===== config.mk =====
export PLATFORM = sky130hd
export DESIGN_NAME = tod_decoder
export DESIGN_NICKNAME = d
export VERILOG_FILES = /design/src/verilog/tod_pkg.sv /design/src/verilog/tod_decoder.sv
export VERILOG_INCLUDE_DIRS = /design/src /design/src/verilog
export SDC_FILE = /design/constraint.sdc
export NUM_CORES = 1
export LEC_CHECK = 0
export BUFFER_PORTS_ARGS = -buffer_cell sky130_fd_sc_hd__buf_2
export CAP_MARGIN = 20
export CORE_ASPECT_RATIO = 0.8
export CORE_MARGIN = 2
export CORE_UTILIZATION = 50
export CTS_CLUSTER_DIAMETER = 200
export CTS_CLUSTER_SIZE = 20
export DETAILED_ROUTE_END_ITERATION = 16
export PLACE_DENSITY = 0.85
export SLEW_MARGIN = 25
export SYNTH_ARGS = -nofsm -noshare
export SYNTH_HDL_FRONTEND = slang
export SYNTH_SLANG_ARGS = --single-unit
export TNS_END_PERCENT = 30

===== constraint.sdc =====
create_clock -name mclk_i -period 2.1 [get_ports mclk_i]
set_clock_uncertainty 0.05 [all_clocks]
set_input_delay 0.21 -clock mclk_i [delete_from_list [all_inputs] [get_ports mclk_i]]
set_output_delay 0.21 -clock mclk_i [all_outputs]
set_load 0.01 [all_outputs]

===== src/verilog/tod_map.svh =====
// Opcode patterns and field positions for the transfer opcode decoder
`ifndef TOD_MAP_SVH
`define TOD_MAP_SVH
`define TOD_OP_MOV_TO_SEG        8'h8E
`define TOD_OP_MOV_FROM_SEG      8'h8C
`define TOD_OP_TABLE_LOOKUP      8'hD7
`define TOD_OP_EA_LOAD           8'h8D
`define TOD_OP_FAR_DATA_SEG      8'hC5
`define TOD_OP_FAR_EXTRA_SEG     8'hC4
`define TOD_OP_FLAGS_TO_HIGH_ACC 8'h9F
`define TOD_OP_FLAG_PUSH         8'h9C
`define TOD_OP_HIGH_ACC_TO_FLAGS 8'h9E
`define TOD_OP_FLAG_POP          8'h9D
`define TOD_ADC_MASK         8'hFC
`define TOD_ADC_PATTERN      8'h10
`define TOD_BIT_W            0
`define TOD_BIT_D            1
`define TOD_MOD_HI           7
`define TOD_MOD_LO           6
`define TOD_REG_HI           5
`define TOD_REG_LO           3
`define TOD_RM_HI            2
`define TOD_RM_LO            0
`define TOD_SEG_ZERO_BIT     5
`endif


===== src/verilog/tod_pkg.sv =====
// Types for the transfer opcode decoder
package tod_pkg;
  typedef enum logic [3:0] {
    TOD_OP_NONE,
    TOD_OP_MOV_TO_SEG,
    TOD_OP_MOV_FROM_SEG,
    TOD_OP_TABLE_LOOKUP,
    TOD_OP_EA_LOAD,
    TOD_OP_FAR_DATA_SEG,
    TOD_OP_FAR_EXTRA_SEG,
    TOD_OP_FLAGS_TO_HIGH_ACC,
    TOD_OP_FLAG_PUSH,
    TOD_OP_HIGH_ACC_TO_FLAGS,
    TOD_OP_FLAG_POP,
    TOD_OP_ADC
  } tod_op_e;
endpackage


===== src/verilog/tod_decoder.sv =====
// Decoder for data-transfer opcodes and the add-with-carry register form
`timescale 1ns/10ps
`include "tod_map.svh"
// What this block does
// - 8E plus addressing byte: word move into segment register, reg field selects.
// - 8C plus addressing byte: word move from segment register to reg or memory.
// - D7 alone: replace low accumulator byte from table base plus that byte.
// - 8D plus addressing byte: load effective offset, no memory data access.
// - C5: selected register gets offset, data segment register gets segment word.
// - C4: selected register gets offset, extra segment register gets segment word.
// - 9F copies low flags to high accumulator byte; 9C pushes flag word.
// - 9E loads low flags from high accumulator byte; 9D pops flag word.
// - 000100dw plus addressing byte: add with carry, d picks destination, w width.
module tod_decoder (
  input  wire logic            mclk_i,
  input  wire logic            reset_i,
  input  wire logic            byte_valid_i,
  input  wire logic [7:0]      byte_i,
  output logic                 done_o,
  output tod_pkg::tod_op_e     op_o,
  output logic                 word_o,
  output logic                 to_reg_o,
  output logic [1:0]           mode_o,
  output logic [2:0]           reg_o,
  output logic [2:0]           rm_o,
  output logic                 has_modrm_o,
  output logic                 mem_access_o,
  output logic                 data_seg_dest_o,
  output logic                 extra_seg_dest_o,
  output logic                 illegal_o
);

  // ------------------------------------------------------------
  // Sequencing
  // ------------------------------------------------------------
  typedef enum logic {TOD_ST_OPCODE, TOD_ST_MODRM} tod_state_e;

  tod_state_e       state_q;
  tod_pkg::tod_op_e pend_op_q;
  logic             pend_w_q;
  logic             pend_d_q;
  tod_pkg::tod_op_e dec_op;
  logic             dec_modrm;
  logic             dec_w;
  logic             dec_d;

  always_comb begin
    dec_op    = tod_pkg::TOD_OP_NONE;
    dec_modrm = 1'b0;
    dec_w     = 1'b1;
    dec_d     = 1'b1;
    unique case (byte_i)
      `TOD_OP_MOV_TO_SEG: begin
        dec_op    = tod_pkg::TOD_OP_MOV_TO_SEG;
        dec_modrm = 1'b1;
      end
      `TOD_OP_MOV_FROM_SEG: begin
        dec_op    = tod_pkg::TOD_OP_MOV_FROM_SEG;
        dec_modrm = 1'b1;
        dec_d     = 1'b0;
      end
      `TOD_OP_TABLE_LOOKUP: begin
        dec_op = tod_pkg::TOD_OP_TABLE_LOOKUP;
        dec_w  = 1'b0;
      end
      `TOD_OP_EA_LOAD: begin
        dec_op    = tod_pkg::TOD_OP_EA_LOAD;
        dec_modrm = 1'b1;
      end
      `TOD_OP_FAR_DATA_SEG: begin
        dec_op    = tod_pkg::TOD_OP_FAR_DATA_SEG;
        dec_modrm = 1'b1;
      end
      `TOD_OP_FAR_EXTRA_SEG: begin
        dec_op    = tod_pkg::TOD_OP_FAR_EXTRA_SEG;
        dec_modrm = 1'b1;
      end
      `TOD_OP_FLAGS_TO_HIGH_ACC: begin
        dec_op = tod_pkg::TOD_OP_FLAGS_TO_HIGH_ACC;
        dec_w  = 1'b0;
      end
      `TOD_OP_FLAG_PUSH:  dec_op = tod_pkg::TOD_OP_FLAG_PUSH;
      `TOD_OP_HIGH_ACC_TO_FLAGS: begin
        dec_op = tod_pkg::TOD_OP_HIGH_ACC_TO_FLAGS;
        dec_w  = 1'b0;
      end
      `TOD_OP_FLAG_POP:   dec_op = tod_pkg::TOD_OP_FLAG_POP;
      default: begin
        if ((byte_i & `TOD_ADC_MASK) == `TOD_ADC_PATTERN) begin
          dec_op    = tod_pkg::TOD_OP_ADC;
          dec_modrm = 1'b1;
          dec_w     = byte_i[`TOD_BIT_W];
          dec_d     = byte_i[`TOD_BIT_D];
        end
      end
    endcase
  end

  always_ff @(posedge mclk_i) begin
    if (reset_i) begin
      state_q   <= TOD_ST_OPCODE;
      pend_op_q <= tod_pkg::TOD_OP_NONE;
      pend_w_q  <= 1'b0;
      pend_d_q  <= 1'b0;
    end else if (byte_valid_i) begin
      if (state_q == TOD_ST_OPCODE && dec_modrm) begin
        state_q   <= TOD_ST_MODRM;
        pend_op_q <= dec_op;
        pend_w_q  <= dec_w;
        pend_d_q  <= dec_d;
      end else begin
        state_q <= TOD_ST_OPCODE;
      end
    end
  end

  // ------------------------------------------------------------
  // Result outputs
  // ------------------------------------------------------------
  // Results hold until the next instruction finishes so the consumer may sample late
  always_ff @(posedge mclk_i) begin
    if (reset_i) begin
      done_o        <= 1'b0;
      op_o          <= tod_pkg::TOD_OP_NONE;
      word_o        <= 1'b0;
      to_reg_o      <= 1'b0;
      mode_o        <= 2'h0;
      reg_o         <= 3'h0;
      rm_o          <= 3'h0;
      has_modrm_o   <= 1'b0;
      mem_access_o  <= 1'b0;
      data_seg_dest_o  <= 1'b0;
      extra_seg_dest_o <= 1'b0;
      illegal_o     <= 1'b0;
    end else begin
      done_o <= 1'b0;
      if (byte_valid_i && state_q == TOD_ST_OPCODE && !dec_modrm) begin
        done_o        <= 1'b1;
        op_o          <= dec_op;
        word_o        <= dec_w;
        to_reg_o      <= dec_d;
        mode_o        <= 2'h0;
        reg_o         <= 3'h0;
        rm_o          <= 3'h0;
        has_modrm_o   <= 1'b0;
        // Lookup and flag stack moves all touch memory
        mem_access_o  <= (dec_op != tod_pkg::TOD_OP_FLAGS_TO_HIGH_ACC) &&
                         (dec_op != tod_pkg::TOD_OP_HIGH_ACC_TO_FLAGS) &&
                         (dec_op != tod_pkg::TOD_OP_NONE);
        data_seg_dest_o  <= 1'b0;
        extra_seg_dest_o <= 1'b0;
        illegal_o     <= (dec_op == tod_pkg::TOD_OP_NONE);
      end else if (byte_valid_i && state_q == TOD_ST_MODRM) begin
        done_o        <= 1'b1;
        op_o          <= pend_op_q;
        word_o        <= pend_w_q;
        to_reg_o      <= pend_d_q;
        mode_o        <= byte_i[`TOD_MOD_HI:`TOD_MOD_LO];
        reg_o         <= byte_i[`TOD_REG_HI:`TOD_REG_LO];
        rm_o          <= byte_i[`TOD_RM_HI:`TOD_RM_LO];
        has_modrm_o   <= 1'b1;
        // Register mode never touches memory; effective-address load never does
        mem_access_o  <= (byte_i[`TOD_MOD_HI:`TOD_MOD_LO] != 2'h3) &&
                         (pend_op_q != tod_pkg::TOD_OP_EA_LOAD);
        data_seg_dest_o  <= (pend_op_q == tod_pkg::TOD_OP_FAR_DATA_SEG);
        extra_seg_dest_o <= (pend_op_q == tod_pkg::TOD_OP_FAR_EXTRA_SEG);
        // Segment forms need the zero bit above the two-bit select
        illegal_o     <= ((pend_op_q == tod_pkg::TOD_OP_MOV_TO_SEG) ||
                          (pend_op_q == tod_pkg::TOD_OP_MOV_FROM_SEG)) &&
                         byte_i[`TOD_SEG_ZERO_BIT];
      end
    end
  end
endmodule // tod_decoder


==> out/results.ini, run 1 <==
[sta]
fin_ws_ns = 0.570
fin_crit_ns = 1.53
hold_ws_ns = 0.0732
final_hold_viol_count = 0
relSlewSlack = 0.713
worst_pin_slew_ns = 0.427
fmax_mhz = 654
fin_tns_setup_ns = 0
setup_viol = 0
rsz0062_at_grt = no
maxSlewViolCount = 0
finalCritPeriodShare = 0.729

[logic_synthesis]
synthAdderAreaFrac = 0
synth-seq-cells = 27
netlist_instances = 178
synthesis.nets = 189
ys_seq_area_frac = 0.380
synth_xor_area_frac = 0.0185
syn_avg_cell_area_um2 = 8.00
synth_top_family_by_area = simple AND/OR/NAND/NOR gates
yosys.area.top_type = dfxtp_1
yosys_warnings = 0
yosys-mux-area-fraction = 0.0211
synthDistinctLibCells = 44
ys_async_sr_fraction = 0
synth_compound_area_frac = 0.191
ys.flop_type = dfxtp_1
synth_area_um2 = 1420
synth_top_cell_area_share = 0.380
synth-simple-area-share = 0.328
synth_edf_count = 0
yosys-top-cells-area = dfxtp_1 (38%), nand2_1 (8.7%), a21oi_1 (5.6%)

[layout]
area_delta_synth_final_pct = 12.9
n_antenna_cell = 0
nNetsFinal = 214
drive_gt1_frac = 0.218
design_area_um2 = 1610
fin_cells = 240
fillers = 245

[clock_tree]
cts_buffers = 3
cts_setup_buffers = 0
htree_levels = 1
cts_resized = 0
clkTransAtPathRegs_ns = 0.15
clock_latency_ns = 0.35
clk_path_buf_depth = 2
cts_root_buffer = clkbuf_4
cts_tree = built
cts.hold.buffers_added = 0
clock-sinks = 27

[critical_path]
start_kind = input port
cpMaxStageDelayCell = a311o_1
crit_buf_inv = 1
cp.required_ns = 2.35
cp.arrival_ns = 1.78
cp-end-kind = register
cp_top_family = simple AND/OR/NAND/NOR gates
worstPathCellList = buf_2 -> nor3b_2 -> nand2b_4 -> a311o_1 -> or2_1 -> a21oi_2
cp_max_fo = 10
slowest_delay_ns = 0.50
worstSetupPathType = input port to register

[placed_design]
place_inst = 236
place_area_um2 = 1580
place_ws_ns = 0.234
io_buffers = 30
dp.final_hpwl_um = 2400
gp_congestion = 0.872

[drt]
via_per_inst = 5.60
drtIter0Drc = 90
post_drt_wl_per_cell_um = 13.7
drt_pass1_iterations = 4
post-route-drc-count = 0
totalWireLength_um = 3290
num_vias = 1345
ant_nets = 0

[floorplan]
pin_count = 31
core_area_um2 = 2740
die_y_um = 51.7
die_w_um = 63.7
dieArea_um2 = 3290
rows = 17
start_util = 0.519

[power_and_ir_drop]
power_density_nw_per_um2 = 552
p_leak_nw = 0.643
ir_worst_vdd_mv = 0.293

[worst_hold_path]
min_path_type = input port to register

[global_route]
grt_max_degree = 21
grt_usage = 0.211
antenna_found_initial = 0
grt_pass1_wl_um = 5370
grt_pass1_vias = 1153
grt_overflow = 0

[outcome]
status = completed

[run]
cap_violations = 0

==> layout by cell type (no fill, tap or decap), types with 2 or more instances in the layout <==
cell	instances
a31oi_1	5
and3b_1	2
nor3_1	5
nor2_1	13
nand3b_1	5
nand2_1	33
o21ai_0	2
mux2i_1	3
a211oi_1	4
a21oi_1	16
buf_4	4
nand2b_1	6
buf_2	30
nand4_1	2
inv_1	4
a32oi_1	2
nor2b_1	4
dfxtp_1	27
nand3_1	6
o31ai_1	2
xor2_1	2
clkbuf_4	3
nor4b_1	2
==> worst min-delay path: stages <==
cell and delay, ns:
buf_2 0.10, a32oi_1 0.06, nor2_1 0.07
==> cell usage after synthesis (all sizes together) (3+ instances only) <==
cell type	instances
nand3b	5
nand2b	7
inv	4
a21oi	17
dfxtp	27
buf	6
nor3	5
clkbuf	8
nand3	6
nor2	13
a31oi	5
mux2i	3
nor2b	4
a211oi	4
nand2	33
nor4b	3
==> sequential cells by signal, summed over array words and instances, names as in the netlist, 2 cells and up <==
name       cells
op_o           4
rm_o           3
mode_o         2
pend_op_q      4
reg_o          3
==> through the flow <==
stage | power [mW] | util
3_5_place_dp | 0.655 | 0.575
2_1_floorplan | 0.618 | -
3_3_place_gp | 0.653 | 0.575
4_1_cts | 0.894 | 0.586
5_1_grt | 0.920 | 0.586
6_report | 0.888 | 0.586
==> per-layer routing <==
layer  GRT usage  part of all wire
met1       0.278              0.48
met2       0.337              0.42
met3      0.0390             0.073
met4       0.101             0.023
met5           0                 0
==> cell families (layout without fill, tap and decap cells) <==
| group | count (synthesis) | after routing |
|---|---|---|
| buffers and inverters | 18 | 42 |
| multiplexers | 3 | 3 |
| AO/OA/AOI/OAI | 41 | 41 |
| AND/OR/NAND/NOR | 86 | 86 |
| flip-flops | 27 | 27 |
| XOR/XNOR | 3 | 3 |
==> worst paths after layout <==
check | cells after the start | from | to | slack, ns
worst max-delay path | 6 | byte_i[3] | pend_w_q | 0.57
worst min-delay path | 3 | byte_valid_i | op_o[0] | 0.07
worst max register to register | 5 | state_q | extra_seg_dest_o | 0.65
worst min register to register | 2 | reg_o[1] | reg_o[1] | 0.42
==> cell type report <==
class,count,area (um^2),area share
multi-input combinational,133,795,0.494
clock buffer,3,22.5,0.0140
timing repair buffer,34,180,0.112
clock inverter,1,7.51,0.00467
sequential,27,541,0.336
inverter,4,15.0,0.00934
tap,38,47.5,0.0296
==> report_power, final <==
part	leakage [nW]	internal, mW	switching (mW)
logic	0.410	0.0451	0.0732
registers	0.219	0.522	0.00530
clock network	0.0139	0.0734	0.169
Power figures use the tool's default switching activity.
==> run 2, diff against run 1 <==
CORE_UTILIZATION = 48   (was 50)
PLACE_DENSITY = 0.86   (was 0.85)
clock period = 1.24 ns   (was 2.1 ns; I/O delays follow)
==> run 2 against run 1 <==
  * The run now ends with negative setup slack left
  * Cell count grew 18%
  * Largest power group unchanged
  * Sequential share of layout area shrank 8.9 points
  * Final area increased by 36%
  * Critical path depth is 1 higher
  * Combinational power grew to 3.1 times the previous value
  * Non-clock buffer count up 44
  * Clock power increased by 110%
  * Wire length rose by 51%
==> out/results.ini, run 2 (same netlist as run 1, synthesis figures left out) <==
[floorplan]
pin_count = 31
die_w_um = 64.9
start_util = 0.511
dieArea_um2 = 3420
core_area_um2 = 2790
rows = 17
die_y_um = 52.7

[clock_tree]
clock-sinks = 27
htree_levels = 1
cts_root_buffer = clkbuf_8
clkTransAtPathRegs_ns = 0.09
cts_tree = built
cts_buffers = 3
clock_latency_ns = 0.28
clk_path_buf_depth = 2

[layout]
fillers = 165
mostFrequentLayoutCells = buf_4 (38), nand2_1 (31), dfxtp_1 (26), buf_2 (26), buf_6 (12)
reg_top3 = op_o: 4 flops, pend_op_q: 4 flops
area_delta_synth_final_pct = 54.0
n_antenna_cell = 0
final_util = 0.787
multiInputGateArea_um2 = 962
design_area_um2 = 2190
layout_commonest_cell = buf_4
ff_latch_area_um2 = 542
drive_gt1_frac = 0.484
nNetsFinal = 258

[placed_design]
gp_congestion = 0.918
place_area_um2 = 1860
io_buffers = 30
dp.final_hpwl_um = 2990

[power_and_ir_drop]
ir_worst_vdd_mv = 0.803
p_leak_nw = 0.931
power_density_nw_per_um2 = 804

[global_route]
grt_usage = 0.292
antenna_found_initial = 0
grt_max_degree = 15
grt_overflow = 0
grt_pass1_vias = 1538
grt_pass1_wl_um = 7510

[drt]
post-route-drc-count = 0
routed.top_layer = met4
wl_met3_um = 354
via_per_inst = 5.86
num_vias = 1664
m1WireLength_um = 1890
ant_nets = 0
drt_pass1_iterations = 4
met2WireLength_um = 2520
totalWireLength_um = 4980
post_drt_wl_per_cell_um = 17.5
drtIter0Drc = 122

[run]
cap_violations = 0

[critical_path]
r2r.worst_path.cells = 5
worstReg2RegStart = state_q
cp_max_fo = 8
cp.arrival_ns = 1.56
worstSetupPathType = input port to register
cp-end-kind = register
rr_endpoint = pend_d_q
start_kind = input port
cp.required_ns = 1.36
r2r_setup_slack_ns = -0.19

[outcome]
status = finished with violations
violations = negative setup slack

[sta]
fin_ws_ns = -0.203
relSlewSlack = 0.765
setup_viol = 25
finalCritPeriodShare = 1.16
final_hold_viol_count = 0
fin_crit_ns = 1.44
rsz0062_at_grt = yes
worst_pin_slew_ns = 0.351
fmax_mhz = 693
maxSlewViolCount = 0

[worst_hold_path]
hold_path_depth = 2
min_path_type = input port to register
hold_path_end = pend_op_q[1]
hp-start = reset_i

-- run 2: cell count changes in the layout (fill, tap and decap cells not counted), moves of 3 or more --
cell	before	now
a211oi_2	0	3
clkbuf_8	0	3
clkbuf_4	3	0
buf_6	0	12
a21oi_2	1	8
nor2_1	13	8
buf_4	4	38
a21oi_1	16	9
buf_2	30	26
a211oi_1	4	1
nor2_2	0	4
-- run 2: metal layers --
layer	GRT usage	vias up
met5	0	-
li1	-	764
met4	0.117	0
met2	0.529	88
met1	0.333	784
met3	0.0688	28
-- run 2: critical path, cell delays in order --
cell and delay [ns]:
buf_2 0.15, nor4b_4 0.32, nand2_2 0.15, a311o_1 0.33, buf_6 0.17, mux2i_2 0.21
nor2_1 0.09
-- run 2: how the worst max path moves through the flow --
stage | start | endpoint | slack [ns] | depth (start not counted)
after floorplan | byte_i[4] | pend_w_q | -0.28 | 7
after global placement | byte_i[4] | op_o[1] | -0.33 | 7
after detailed placement | byte_i[7] | pend_op_q[0] | -0.43 | 7
after CTS | state_q | op_o[1] | -0.13 | 5
after global routing | byte_i[6] | pend_d_q | -0.23 | 7
final | byte_i[3] | pend_d_q | -0.20 | 7
-- run 2: final cells by class --
| cell class | count | share of cell area |
|---|---|---|
| Multi-Input combinational cell | 133 | 0.439 |
| Timing Repair Buffer | 78 | 0.265 |
| Inverter | 4 | 0.00685 |
| Tap cell | 38 | 0.0217 |
| Sequential cell | 27 | 0.247 |
| Clock buffer | 4 | 0.0205 |
-- run 2: timing repair --
| item | in CTS | in global routing |
|---|---|---|
| buffers inserted | 6 | 4 |
| gates resized for setup | 27 | 27 |
| pin swaps | 11 | 5 |
| cloned | 1 | 0 |
| hold buffers | 0 | 0 |
| endpoints found under the setup margin | 25 | 26 |
-- run 2: stage by stage --
stage                     total power [mW]  std cells  setup slack, ns  hold slack (ns)  TNS, ns
after floorplan                       1.06        178           -0.283            0.210    -2.58
after global placement                1.18        269           -0.331            0.314    -7.01
after detailed placement              1.19        269           -0.432            0.316    -9.05
after CTS                             1.71        280           -0.131           0.0438    -1.24
after global routing                  1.83        284           -0.226           0.0741    -3.30
final                                 1.76        284           -0.203           0.0799    -2.28
-- run 2: where the power goes --
part | leakage [nW] | switching [mW] | internal, mW
combinational | 0.688 | 0.178 | 0.183
sequential | 0.219 | 0.0107 | 0.883
clock | 0.0228 | 0.278 | 0.231
total | 0.931 | 0.467 | 1.30
